===== src/core/fpm_pkg.sv =====
// shared constants and types for the front panel menu and reference controller
package fpm_pkg;
  // ==========================================================================
  // clock and timing
  localparam int CLK_HZ = 25_000_000;
  localparam int BAUD = 9600;
  localparam int BAUD_CYC = CLK_HZ / BAUD;
  localparam int TIMEOUT_S = 30;
  localparam int TIMEOUT_CYC = TIMEOUT_S * CLK_HZ;
  localparam int DEB_MS = 10;
  localparam int DEB_CYC = DEB_MS * (CLK_HZ / 1000);
  localparam int PHASE_MS = 1000;
  localparam int PHASE_CYC = PHASE_MS * (CLK_HZ / 1000);
  // ==========================================================================
  // apb register offsets
  localparam logic [7:0] OFS_CTRL = 8'h00;
  localparam logic [7:0] OFS_STAT = 8'h04;
  localparam logic [7:0] OFS_TXD = 8'h08;
  localparam logic [7:0] OFS_RXD = 8'h0c;
  // ==========================================================================
  // settings word layout and values
  localparam int S_GAIN_LSB = 0;
  localparam int S_MODE_LSB = 9;
  localparam int S_FREQ_BIT = 11;
  localparam int S_REM_BIT = 12;
  localparam int S_W = 13;
  localparam logic [8:0] GAIN_MAX = 9'h0c8;
  localparam logic [1:0] MODE_INT = 2'h0;
  localparam logic [1:0] MODE_EXT = 2'h1;
  localparam logic [1:0] MODE_AUTO = 2'h2;
  // gain steps in half-dB units: 0.5, 1 and 10 dB
  localparam logic [8:0] STEP_D0 = 9'h001;
  localparam logic [8:0] STEP_D1 = 9'h002;
  localparam logic [8:0] STEP_D2 = 9'h014;
  localparam logic [1:0] CUR_RET = 2'h3;
  // ==========================================================================
  // enumerations
  typedef enum logic [2:0] {ST_BOOT_ALL, ST_BOOT_VER, ST_NORMAL, ST_EDIT, ST_SAVE} fpm_st_t;
  typedef enum logic [1:0] {IT_GAIN, IT_MODE, IT_FREQ, IT_REM} fpm_item_t;
  typedef enum logic [1:0] {CODE_OVEN, CODE_LOCK, CODE_UNLOCK} fpm_code_t;
  typedef enum logic [1:0] {TAG_INT, TAG_EXT, TAG_AUTO_E, TAG_AUTO_I} fpm_tag_t;
endpackage : fpm_pkg


===== src/core/fpm_ctrl.sv =====
// front panel menu, reference selection and remote serial controller
// ============================================================================
// Overview of operation
// - serial link is 9600 baud, 8N1
// - session opens and closes via menu press
// - incomplete session discards all pending edits
// - thirty idle seconds abort session, restore settings
// - settings kept in nonvolatile store, reloaded
// - boot shows all segments, version, then status
// - horizontal switch moves cursor left/right
// - vertical raises/lowers gain, toggles on/off items
// - gain live immediately, stored on yes or by a remote control write
// - gain steps 0.5, 1 or 10 dB
// - yes commits, no restores prior settings
// - return item or last item opens save prompt
// - alarm whenever pll_unlock reports loss of lock; ref_locked does not raise it
// - remote led lit while remote selected
// - internal mode selects internal oscillator, int tag
// - external mode selects external input, ext tag
// - auto uses external while level good
// - auto falls to internal below -1 dBm
// - external frequency choice 10 or 25 MHz
// - normal display shows oven, lock, unlock code
// - mode 0 internal, 1 external, 2 auto
module fpm_ctrl
  import fpm_pkg::*;
#(
  parameter int TMO_CYC = TIMEOUT_CYC,
  parameter int DB_CYC = DEB_CYC,
  parameter int PH_CYC = PHASE_CYC
) (
  input wire logic pclk,
  input wire logic presetn,
  input wire logic psel,
  input wire logic penable,
  input wire logic pwrite,
  input wire logic [7:0] paddr,
  input wire logic [31:0] pwdata,
  output logic [31:0] prdata,
  output logic pready,
  output logic pslverr,
  input wire logic [4:0] sw_raw,
  input wire logic pll_unlock,
  input wire logic ext_level_ok,
  input wire logic ext_level_low,
  input wire logic oven_warm,
  input wire logic ref_locked,
  input wire logic uart_rxd,
  output logic uart_txd,
  input wire logic [S_W-1:0] nv_rdata,
  output logic [S_W-1:0] nv_wdata,
  output logic nv_wr,
  output logic [8:0] gain_out,
  output logic ref_sel_ext,
  output logic ext_freq_25,
  output logic [1:0] ref_tag,
  output logic [1:0] stat_code,
  output logic [2:0] disp_phase,
  output logic [1:0] menu_item,
  output logic [1:0] cursor,
  output logic save_yes,
  output logic alarm_led,
  output logic remote_led,
  output logic power_led
);
  // ==========================================================================
  // input synchronisers
  localparam int NS = 11;
  logic [NS-1:0] sync1_r, sync2_r;
  always_ff @(posedge pclk or negedge presetn) begin
    if (!presetn) begin
      // serial line resets at its idle mark, so no false start bit follows reset
      sync1_r <= {1'b1, {(NS-1){1'b0}}};
      sync2_r <= {1'b1, {(NS-1){1'b0}}};
    end else begin
      sync1_r <= {uart_rxd, ref_locked, oven_warm, ext_level_low, ext_level_ok, pll_unlock, sw_raw};
      sync2_r <= sync1_r;
    end
  end
  logic pll_s, lvl_ok_s, lvl_low_s, warm_s, lock_s, rxd_s;
  assign {rxd_s, lock_s, warm_s, lvl_low_s, lvl_ok_s, pll_s} = sync2_r[NS-1:5];

  // ==========================================================================
  // switch debounce: bit 0 menu, 1 left, 2 right, 3 up, 4 down
  logic [4:0] ev;
  genvar gi;
  generate
    for (gi = 0; gi < 5; gi++) begin : g_deb
      logic [19:0] cnt_r;
      logic stab_r;
      // a press must hold for the full window, so contact chatter gives no event
      always_ff @(posedge pclk or negedge presetn) begin
        if (!presetn) begin
          cnt_r <= '0;
          stab_r <= 1'b0;
        end else if (sync2_r[gi] == stab_r) begin
          cnt_r <= '0;
        end else if (cnt_r == 20'(DB_CYC - 1)) begin
          cnt_r <= '0;
          stab_r <= sync2_r[gi];
        end else begin
          cnt_r <= cnt_r + 20'h00001;
        end
      end
      assign ev[gi] = (sync2_r[gi] != stab_r) && (cnt_r == 20'(DB_CYC - 1)) && !stab_r;
    end
  endgenerate

  // ==========================================================================
  // gain step helper
  function automatic logic [8:0] gain_step(input logic [8:0] g, input logic up,
                                           input logic [1:0] dig);
    logic [8:0] st;
    st = (dig == 2'h0) ? STEP_D0 : (dig == 2'h1) ? STEP_D1 : STEP_D2;
    if (up) begin
      gain_step = (g > GAIN_MAX - st) ? GAIN_MAX : g + st;
    end else begin
      gain_step = (g < st) ? 9'h000 : g - st;
    end
  endfunction : gain_step

  // ==========================================================================
  // menu state machine and settings
  fpm_st_t st_r;
  fpm_item_t item_r;
  logic [1:0] cur_r;
  logic yes_r;
  logic [S_W-1:0] set_r, edt_r;
  logic [29:0] tmo_r;
  logic [24:0] ph_r;
  logic boot_ld_r;
  logic apb_wr, ctrl_wr, tx_wr, rx_rd;
  logic tmo_hit, sess;
  assign sess = (st_r == ST_EDIT) || (st_r == ST_SAVE);
  assign tmo_hit = sess && (tmo_r == 30'(TMO_CYC - 1));
  assign ctrl_wr = apb_wr && (paddr == OFS_CTRL) && set_r[S_REM_BIT] && !sess;

  // inactivity timer, cleared by any switch event
  always_ff @(posedge pclk or negedge presetn) begin
    if (!presetn) begin
      tmo_r <= '0;
    end else if (!sess || (ev != 5'h00) || tmo_hit) begin
      tmo_r <= '0;
    end else begin
      tmo_r <= tmo_r + 30'h00000001;
    end
  end

  // power-up phase timer
  always_ff @(posedge pclk or negedge presetn) begin
    if (!presetn) begin
      ph_r <= '0;
    end else if (st_r == ST_BOOT_ALL || st_r == ST_BOOT_VER) begin
      ph_r <= (ph_r == 25'(PH_CYC - 1)) ? 25'h0000000 : ph_r + 25'h0000001;
    end else begin
      ph_r <= '0;
    end
  end

  // main sequencer: edits land in edt_r live, set_r is the committed copy
  always_ff @(posedge pclk or negedge presetn) begin
    if (!presetn) begin
      st_r <= ST_BOOT_ALL;
      item_r <= IT_GAIN;
      cur_r <= 2'h0;
      yes_r <= 1'b0;
      set_r <= '0;
      edt_r <= '0;
      boot_ld_r <= 1'b1;
      nv_wr <= 1'b0;
      nv_wdata <= '0;
    end else begin
      nv_wr <= 1'b0;
      boot_ld_r <= 1'b0;
      if (boot_ld_r) begin
        set_r <= nv_rdata;
        edt_r <= nv_rdata;
      end
      case (st_r)
        ST_BOOT_ALL: if (ph_r == 25'(PH_CYC - 1)) st_r <= ST_BOOT_VER;
        ST_BOOT_VER: if (ph_r == 25'(PH_CYC - 1)) st_r <= ST_NORMAL;
        ST_NORMAL: begin
          if (ev[0]) begin
            st_r <= ST_EDIT;
            item_r <= IT_GAIN;
            cur_r <= 2'h0;
          end else if (ctrl_wr) begin
            set_r <= pwdata[S_W-1:0];
            edt_r <= pwdata[S_W-1:0];
            nv_wdata <= pwdata[S_W-1:0];
            nv_wr <= 1'b1;
          end
        end
        ST_EDIT: begin
          if (tmo_hit) begin
            st_r <= ST_NORMAL;
            edt_r <= set_r;
          end else if (ev[0]) begin
            if (cur_r == CUR_RET || item_r == IT_REM) begin
              st_r <= ST_SAVE;
              yes_r <= 1'b1;
            end else begin
              item_r <= fpm_item_t'(item_r + 2'h1);
              cur_r <= 2'h0;
            end
          end else if (ev[1]) begin
            cur_r <= (cur_r == 2'h0) ? 2'h0 : cur_r - 2'h1;
          end else if (ev[2]) begin
            cur_r <= (cur_r == CUR_RET) ? CUR_RET : cur_r + 2'h1;
          end else if ((ev[3] || ev[4]) && cur_r != CUR_RET) begin
            case (item_r)
              IT_GAIN: edt_r[S_GAIN_LSB +: 9] <= gain_step(edt_r[S_GAIN_LSB +: 9], ev[3],
                                                           cur_r);
              IT_MODE: edt_r[S_MODE_LSB +: 2] <= (edt_r[S_MODE_LSB +: 2] == MODE_AUTO) ?
                                                 MODE_INT : edt_r[S_MODE_LSB +: 2] + 2'h1;
              IT_FREQ: edt_r[S_FREQ_BIT] <= !edt_r[S_FREQ_BIT];
              IT_REM: edt_r[S_REM_BIT] <= !edt_r[S_REM_BIT];
              default: edt_r <= edt_r;
            endcase
          end
        end
        ST_SAVE: begin
          if (tmo_hit) begin
            st_r <= ST_NORMAL;
            edt_r <= set_r;
          end else if (ev[3] || ev[4]) begin
            yes_r <= !yes_r;
          end else if (ev[0]) begin
            st_r <= ST_NORMAL;
            if (yes_r) begin
              set_r <= edt_r;
              nv_wdata <= edt_r;
              nv_wr <= 1'b1;
            end else begin
              edt_r <= set_r;
            end
          end
        end
        default: st_r <= ST_NORMAL;
      endcase
    end
  end

  // ==========================================================================
  // reference selection and indicators
  logic auto_ext_r;
  logic [1:0] mode;
  assign mode = edt_r[S_MODE_LSB +: 2];
  // hysteresis: stay external until the level falls below the low threshold
  always_ff @(posedge pclk or negedge presetn) begin
    if (!presetn) begin
      auto_ext_r <= 1'b0;
    end else if (lvl_low_s) begin
      auto_ext_r <= 1'b0;
    end else if (lvl_ok_s) begin
      auto_ext_r <= 1'b1;
    end
  end

  always_ff @(posedge pclk or negedge presetn) begin
    if (!presetn) begin
      ref_sel_ext <= 1'b0;
      ref_tag <= TAG_INT;
      stat_code <= CODE_OVEN;
      alarm_led <= 1'b0;
      remote_led <= 1'b0;
      power_led <= 1'b0;
      gain_out <= '0;
      ext_freq_25 <= 1'b0;
    end else begin
      case (mode)
        MODE_INT: begin
          ref_sel_ext <= 1'b0;
          ref_tag <= TAG_INT;
        end
        MODE_EXT: begin
          ref_sel_ext <= 1'b1;
          ref_tag <= TAG_EXT;
        end
        default: begin
          ref_sel_ext <= auto_ext_r;
          ref_tag <= auto_ext_r ? TAG_AUTO_E : TAG_AUTO_I;
        end
      endcase
      stat_code <= !warm_s ? CODE_OVEN : lock_s ? CODE_LOCK : CODE_UNLOCK;
      alarm_led <= pll_s;
      remote_led <= edt_r[S_REM_BIT];
      power_led <= 1'b1;
      gain_out <= edt_r[S_GAIN_LSB +: 9];
      ext_freq_25 <= edt_r[S_FREQ_BIT] && (mode != MODE_INT);
    end
  end
  assign disp_phase = st_r;
  assign menu_item = item_r;
  assign cursor = cur_r;
  assign save_yes = yes_r;

  // ==========================================================================
  // serial transmitter and receiver, fixed 8N1 at the set baud
  logic [11:0] tcnt_r, rcnt_r;
  logic [9:0] tsh_r;
  logic [3:0] tbit_r, rbit_r;
  logic rbusy_r, rx_val_r;
  logic [7:0] rsh_r, rx_data_r;
  always_ff @(posedge pclk or negedge presetn) begin
    if (!presetn) begin
      tsh_r <= '0;
      tbit_r <= '0;
      tcnt_r <= '0;
      uart_txd <= 1'b1;
    end else if (tbit_r == 4'h0) begin
      uart_txd <= 1'b1;
      if (tx_wr) begin
        tsh_r <= {1'b1, pwdata[7:0], 1'b0};
        tbit_r <= 4'hb; // extra slot keeps busy through the full stop bit
        tcnt_r <= '0;
      end
    end else if (tcnt_r == 12'h000) begin
      uart_txd <= tsh_r[0];
      tsh_r <= {1'b1, tsh_r[9:1]};
      tbit_r <= tbit_r - 4'h1;
      tcnt_r <= 12'(BAUD_CYC - 1);
    end else begin
      tcnt_r <= tcnt_r - 12'h001;
    end
  end

  // receiver samples mid-bit; a bad stop bit drops the byte
  always_ff @(posedge pclk or negedge presetn) begin
    if (!presetn) begin
      rbusy_r <= 1'b0;
      rcnt_r <= '0;
      rbit_r <= '0;
      rsh_r <= '0;
      rx_data_r <= '0;
      rx_val_r <= 1'b0;
    end else begin
      if (rx_rd) rx_val_r <= 1'b0;
      if (!rbusy_r) begin
        if (!rxd_s) begin
          rbusy_r <= 1'b1;
          rcnt_r <= 12'(BAUD_CYC / 2);
          rbit_r <= '0;
        end
      end else if (rcnt_r != 12'h000) begin
        rcnt_r <= rcnt_r - 12'h001;
      end else begin
        rcnt_r <= 12'(BAUD_CYC - 1);
        rbit_r <= rbit_r + 4'h1;
        if (rbit_r == 4'h0 && rxd_s) rbusy_r <= 1'b0;
        if (rbit_r >= 4'h1 && rbit_r <= 4'h8) rsh_r <= {rxd_s, rsh_r[7:1]};
        if (rbit_r == 4'h9) begin
          rbusy_r <= 1'b0;
          if (rxd_s) begin
            rx_data_r <= rsh_r;
            rx_val_r <= 1'b1; // set wins over read clear
          end
        end
      end
    end
  end

  // ==========================================================================
  // apb slave, zero wait states, read data captured in setup
  logic mapped;
  assign mapped = (paddr == OFS_CTRL) || (paddr == OFS_STAT) || (paddr == OFS_TXD) ||
                  (paddr == OFS_RXD);
  assign pready = 1'b1;
  assign pslverr = psel && penable && !mapped;
  assign apb_wr = psel && penable && pwrite && mapped;
  assign tx_wr = apb_wr && (paddr == OFS_TXD);
  assign rx_rd = psel && penable && !pwrite && (paddr == OFS_RXD);
  always_ff @(posedge pclk or negedge presetn) begin
    if (!presetn) begin
      prdata <= '0;
    end else if (psel && !penable && !pwrite) begin
      case (paddr)
        OFS_CTRL: prdata <= {19'h00000, set_r};
        OFS_STAT: prdata <= {17'h00000, rbusy_r, (tbit_r != 4'h0), ref_tag, stat_code,
                             alarm_led, ref_sel_ext, st_r, item_r, cur_r};
        OFS_RXD: prdata <= {23'h000000, rx_val_r, rx_data_r};
        default: prdata <= '0;
      endcase
    end
  end

  // ==========================================================================
  // checks
  chk_alarm_follow: assert property (@(posedge pclk) disable iff (!presetn)
    pll_s |=> alarm_led) else $error("alarm not raised on unlock");
  chk_remote_led: assert property (@(posedge pclk) disable iff (!presetn)
    $changed(edt_r[S_REM_BIT]) |=> remote_led == $past(edt_r[S_REM_BIT]))
    else $error("remote led wrong");
  chk_int_select: assert property (@(posedge pclk) disable iff (!presetn)
    mode == MODE_INT |=> !ref_sel_ext && ref_tag == TAG_INT)
    else $error("internal mode not internal");
  chk_ext_select: assert property (@(posedge pclk) disable iff (!presetn)
    mode == MODE_EXT |=> ref_sel_ext) else $error("external mode not external");
  chk_auto_fall: assert property (@(posedge pclk) disable iff (!presetn)
    (mode == MODE_AUTO && lvl_low_s) [*2] |=> !ref_sel_ext && ref_tag == TAG_AUTO_I)
    else $error("auto did not fall back");
  chk_save_commit: assert property (@(posedge pclk) disable iff (!presetn)
    st_r == ST_SAVE && ev[0] && yes_r && !tmo_hit && !ev[3] && !ev[4]
    |=> nv_wr && set_r == $past(edt_r))
    else $error("yes did not commit");
  chk_no_store: assert property (@(posedge pclk) disable iff (!presetn)
    !(st_r == ST_SAVE && ev[0]) && !ctrl_wr && !boot_ld_r |=> !nv_wr && $stable(set_r))
    else $error("settings stored outside save");
  chk_timeout_abort: assert property (@(posedge pclk) disable iff (!presetn)
    tmo_hit |=> st_r == ST_NORMAL && edt_r == $past(set_r))
    else $error("timeout did not restore");
  chk_gain_live: assert property (@(posedge pclk) disable iff (!presetn)
    st_r == ST_EDIT |=> ##1 gain_out == $past(edt_r[S_GAIN_LSB +: 9]))
    else $error("gain not live");
  chk_gain_range: assert property (@(posedge pclk) disable iff (!presetn)
    st_r == ST_EDIT |-> edt_r[S_GAIN_LSB +: 9] <= GAIN_MAX || boot_ld_r)
    else $error("gain out of range");
  chk_timer_restart: assert property (@(posedge pclk) disable iff (!presetn)
    sess && ev != 5'h00 |=> tmo_r == 30'h00000000) else $error("timer kept running");
  cov_commit: cover property (@(posedge pclk) st_r == ST_SAVE && ev[0] && yes_r);
  cov_timeout: cover property (@(posedge pclk) tmo_hit);
  cov_auto_fall: cover property (@(posedge pclk) mode == MODE_AUTO && $fell(auto_ext_r));
  cov_rx_byte: cover property (@(posedge pclk) $rose(rx_val_r));
endmodule : fpm_ctrl


===== config.mk =====
export PLATFORM = sky130hd
export DESIGN_NAME = fpm_ctrl
export DESIGN_NICKNAME = d
export VERILOG_FILES = /design/src/core/fpm_pkg.sv /design/src/core/fpm_ctrl.sv
export SDC_FILE = /design/constraint.sdc
export NUM_CORES = 1
export LEC_CHECK = 0
export BUFFER_PORTS_ARGS = -buffer_cell sky130_fd_sc_hd__buf_2
export CAP_MARGIN = 20
export CORE_MARGIN = 5
export CORE_UTILIZATION = 35
export CTS_BUF_LIST = sky130_fd_sc_hd__clkbuf_8 sky130_fd_sc_hd__clkbuf_16
export CTS_CLUSTER_SIZE = 40
export DETAILED_ROUTE_END_ITERATION = 6
export PLACE_DENSITY = 0.54
export SLEW_MARGIN = 20
export SYNTH_ARGS = -nofsm -noshare
export SYNTH_HDL_FRONTEND = slang
export SYNTH_SLANG_ARGS = --single-unit
export TNS_END_PERCENT = 30

===== constraint.sdc =====
create_clock -name pclk -period 6.44 [get_ports pclk]
set_clock_uncertainty 0.1 [all_clocks]
set_input_delay 1.288 -clock pclk [delete_from_list [all_inputs] [get_ports pclk]]
set_output_delay 1.288 -clock pclk [all_outputs]
set_load 0.005 [all_outputs]

## Word-level counts from Yosys, hierarchy flattened

Cells that the tools add are included.
W data, S select, Z words.

| word-level totals | value |
|---|---|
| register bits after elaboration | 343 |
| input bits | 69 |
| output and inout port bits | 75 |
| logic and storage cells | 328 |

| operators by class | value |
|---|---|
| add/subtract/negate cells | 18 |
| order comparisons | 4 |
| equal/unequal tests | 56 |
| mux-type cells | 122 |
| bitwise gates (word level) | 6 |
| reductions and logical operators | 79 |

Operators with widths:

| kind | number |
|---|---|
| $mux W13 | 25 |
| $mux W20 | 10 |
| $add A20 B1 Y20 const B | 5 |
| $eq A20 B18 Y1 const B | 5 |
| $mux W12 | 6 |
| $pmux W13 S2 | 2 |
| $mux W25 | 2 |
| $pmux W15 S3 | 1 |
| $pmux W13 S3 | 1 |
| $mux W9 | 4 |
| $add A30 B1 Y30 const B | 1 |
| $eq A30 B30 Y1 const B | 1 |
| $mux W10 | 3 |
| $mux W2 | 15 |
| $mux W30 | 1 |
| $mux W1 | 28 |
| $logic_and A1 B1 Y1 | 27 |
| $mux W3 | 9 |
| $ne A2 B2 Y1 const B | 13 |
| $add A25 B1 Y25 const B | 1 |
| $eq A25 B25 Y1 const B | 1 |
| $mux W4 | 6 |
| $sub A12 B1 Y12 const B | 2 |
| $eq A8 B4 Y1 const B | 2 |
| other kinds (46) | 114 |

## Longest topological paths before layout

| logic depth | value |
|---|---|
| word-level depth | 14 |
| depth in mapped cells | 12 |
| gate-level depth less buffers | 11 |

## Least setup slack after synthesis

Ideal clock, no wire load.

| path | value |
|---|---|
| kind | input -> output |
| start | in paddr[1] |
| end | out pslverr |
| arrival time | 2.334 ns |
| data required time | 5.052 ns |
| slack | 2.718 ns |
| stages on the path | 3 |
| path buffers | 0 |
| path through | or4_4 or3_1 nor2b_1 |

| between the ends | value |
|---|---|
| word-level cells in the longest chain between the ends | 6 |
| elaborated cells between the ends (all ways) | 9 |
| classes of those cells | eq/ne: 3; reduce/logical: 6 |

RTL lines:

| item | RTL line | text |
|---|---|---|
| start, declared | fpm_ctrl.sv:37 | `input wire logic [7:0] paddr,` |
| $eq A8 B3 Y1 / $logic_not A8 Y1 (equally long branches) | fpm_ctrl.sv:366 | `assign mapped = (paddr == OFS_CTRL) \|\| (paddr == OFS_STAT) \|\| (paddr == OFS_TXD) \|\|` |
| $logic_or A1 B1 Y1 (2 in series) | fpm_ctrl.sv:366 |  |
| $logic_or A1 B1 Y1 (*) | fpm_ctrl.sv:366 |  |
| $logic_not A1 Y1 (*) | fpm_ctrl.sv:369 | `assign pslverr = psel && penable && !mapped;` |
| $logic_and A1 B1 Y1 (*) | fpm_ctrl.sv:369 |  |
| end, declared | fpm_ctrl.sv:41 | `output logic pslverr,` |

Mark *: on every way between the ends. The rest lies on a longest branch, timed or not.

## Final worst setup path

Same ends and word-level chain as after synthesis.

==> metrics.md <==
| Metric | Value |
|---|---|
| Num CTS Buffers | `40` |
| Site Rows | `81` |
| Post-CTS setup buffer count | `0` |
| Fmax achieved | `around 250 MHz` |
| Drc violations | `0` |
| Status | `completed` |
| Layout cells sized above 1 | `13.5%` |
| Number of synthesized flops with an enable pin | `0` |
| Final setup TNS | `0 ns` |
| Total GRT Usage | `16.9%` |
| GP Congestion | `0.847` |
| Crit Path Category | `input port to primary output` |
| Area Growth Syn to Fin | `13.8%` |
| Yosys warns | `0` |
| Largest net degree at the start of global routing | `between 100 and 150` |
| Clk sink count | `326` |
| Setup violators final | `0` |
| Worst Setup SP | `paddr[1]` |
| Post-Place Cells | `2473` |
| Pre-antenna DRT Iters | `5` |
| First-pass GRT wire length | `~74000 um` |
| Critical path's slowest cell | `or4_4` |
| Root Driver | `clkbuf_16` |
| Routed wire length | `approximately 46000 um` |
| Worst IR drop on VDD | `0.151 mV` |
| Crit-path max FO | `4` |
| CP required | `5.05 ns` |
| Cell mode on critical path | `buf_2` |
| Least-Margin Pin Slew | `1.08 ns` |
| Crit path cell chain | `buf_2 > or4_4 > or3_1 > nor2b_1 > buf_2` |
| Commonest non-fill, non-tap cell in the layout | `dfrtp_1` |
| Critical Path Max Stage Delay | `between 0.5 and 0.6 ns` |
| Final Util | `40.1%` |
| Grt total ovfl | `0` |
| Most common flop cell mapped by yosys | `dfrtp_1` |
| HP Start | `sync2_r[5]` |
| Power Dens Cells | `roughly 250 mW/mm^2` |
| Core ar. | `just under 0.05 mm^2` |
| Tot Pwr | `4900 uW` |
| Hold Violations, Final | `0` |
| Starting density of the core | `35.2%` |
| Die H | `231 um` |
| Crit path launch type | `input port` |
| Fin cells | `about 2.5k` |
| Top-level port count | `around 140` |
| Nets | `1995` |
| CTS resizes | `0` |
| Die area | `0.0535 mm^2` |
| Final period util | `about three fifths` |
| Vias per cell | `5.36` |
| Endpoint class of the critical path | `primary output` |
| H-tree depth | `2` |
| Cell count after synthesis | `1801` |
| Async SR Flop Fraction | `100%` |
| CTS tree | `done` |
| Synth cell types | `just under 100` |
| Worst-Skew Late Latency | `0.55 ns` |
| Routed length per instance | `18.0 um` |
| First DRT Iteration DRCs | `around 1.0k` |
| Leakage | `0.00864 uW` |
| Hold/Removal Path Class | `flop to flop` |
| Post-Syn Area per Cell | `9.51 um^2` |
| CTS max path bufs | `3` |
| Commonest cells after routing, fill and taps aside | `dfrtp_1, nor2_1, nand2_1` |
| MaxCap Viol Count | `0` |
| Minimum clock period | `3.98 ns` |
| Hpwl dp | `31500 um` |
| Post-synthesis sequential area ratio | `47.6%` |
| Die W | `231 um` |
| Clk slew on worst S/H paths | `0.06 ns` |
| Critical Path AT | `2.59 ns` |
| Slew Viols, Final | `0` |
| Reg-to-Reg Start | `disp_phase[1]` |
| Synth Register Bits | `326` |
| Worst slew margin | `27.7%` |
| PortBufs | `106` |
| Vias in the first global route | `13.5k` |
| Fillcell total | `approximately 4.8k` |
| RSZ-0062 raised after global routing | `false` |
| Post-synth design cell area | `around 0.017 mm^2` |
| Post-CTS Hold Buffers | `0` |
| Initial antenna violation count | `3` |
| Via count | `13.7k` |
| Antenna-violating nets left | `0` |
==> flip-flops by register name (all words and copies together) (netlist names), 8 cells and up <==
| signal | count |
|---|---|
| g_deb.cnt_r | 100 |
| tmo_r | 30 |
| ph_r | 25 |
| prdata | 15 |
| edt_r | 13 |
| nv_wdata | 13 |
| set_r | 13 |
| rcnt_r | 12 |
| tcnt_r | 12 |
| sync1_r | 11 |
| sync2_r | 11 |
| tsh_r | 10 |
| gain_out | 9 |
| rsh_r | 8 |
| rx_data_r | 8 |
==> cell families after synthesis <==
| kind of cell | synth area share [%] |
|---|---|
| xor+xnor | 7.05 |
| simple gates | 22.7 |
| fa+ha+maj | 2.42 |
| flops | 47.6 |
| mux | 4.16 |
| buf+inv | 3.68 |
| other cells | 0.0438 |
| compound gates | 12.3 |
==> final timing paths <==
path | to | slack (ns) | depth (start not counted)
setup reg to reg | edt_r[2] | 2.58 | 7
setup / recovery | pslverr | 2.46 | 5
min in group asynchronous | g_deb[2].cnt_r[0] | 0.74 | 1
max in group asynchronous | set_r[1] | 4.22 | 2
hold / removal | alarm_led | 0.25 | 0
hold reg to reg | alarm_led | 0.25 | 0
==> power by group <==
group	switching [uW]	internal (uW)
registers	122	2160
clock network	869	1320
logic	257	172
==> worst max-delay path, delay by kind of cell <==
kind / cells / cell delay, ns
and+or+nand+nor: 3 / 1.08
buffers and inverters: 2 / 0.22
==> per-layer routing <==
metal	GRT usage, %	routed length (um)	up-vias
met5	0	18	-
met4	4.40	959	2
met3	3.99	2550	72
met2	27.1	21300	308
met1	23.1	20900	6747
li1	-	-	6522
==> per-stage QoR <==
stage	hold WS, ns	area (um^2)	worst slack (ns)
2_1_floorplan	0.231	17200	2.72
3_3_place_gp	0.233	18200	1.90
3_5_place_dp	0.237	18200	1.95
4_1_cts	0.251	19500	2.46
5_1_grt	0.256	19500	2.34
6_report	0.248	19500	2.46
==> synthesized netlist by cell type (7+ instances only) <==
library cell | n | area share [%]
dfrtp_1 | 322 | 47
nor2_1 | 241 | 5.3
nand2_1 | 182 | 4.0
o21ai_0 | 116 | 3.4
xor2_1 | 80 | 4.1
a21oi_1 | 65 | 1.9
nand3_1 | 61 | 1.8
xnor2_1 | 58 | 3.0
clkbuf_1 | 53 | 1.2
and3_1 | 42 | 1.5
inv_1 | 42 | 0.92
nand4_1 | 36 | 1.3
nor3_1 | 36 | 1.1
mux2_2 | 33 | 2.2
mux2i_1 | 33 | 1.9
ha_1 | 30 | 2.2
nor2b_1 | 22 | 0.80
nor4b_1 | 21 | 1.1
or3_1 | 21 | 0.77
buf_4 | 19 | 0.83
a31oi_1 | 18 | 0.66
a22oi_1 | 16 | 0.70
nand2b_1 | 13 | 0.47
nor4_1 | 13 | 0.47
and2_1 | 11 | 0.40
and4_1 | 11 | 0.56
o211ai_1 | 11 | 0.48
buf_2 | 9 | 0.26
o31ai_1 | 9 | 0.39
or2_2 | 9 | 0.33
a21o_1 | 7 | 0.31
o21a_1 | 7 | 0.31
o22ai_1 | 7 | 0.26
==> final cells by class <==
cell class,count,area [um^2],area share [%]
Antenna cell,1,2.50,0.0128
Timing Repair Buffer,121,673,3.45
Tap cell,622,778,3.99
Clock buffer,49,1140,5.83
Multi-Input combinational cell,1363,8440,43.3
Inverter,42,158,0.808
Clock inverter,22,148,0.757
Sequential cell,326,8160,41.9
(Power assumes the default switching activity.)
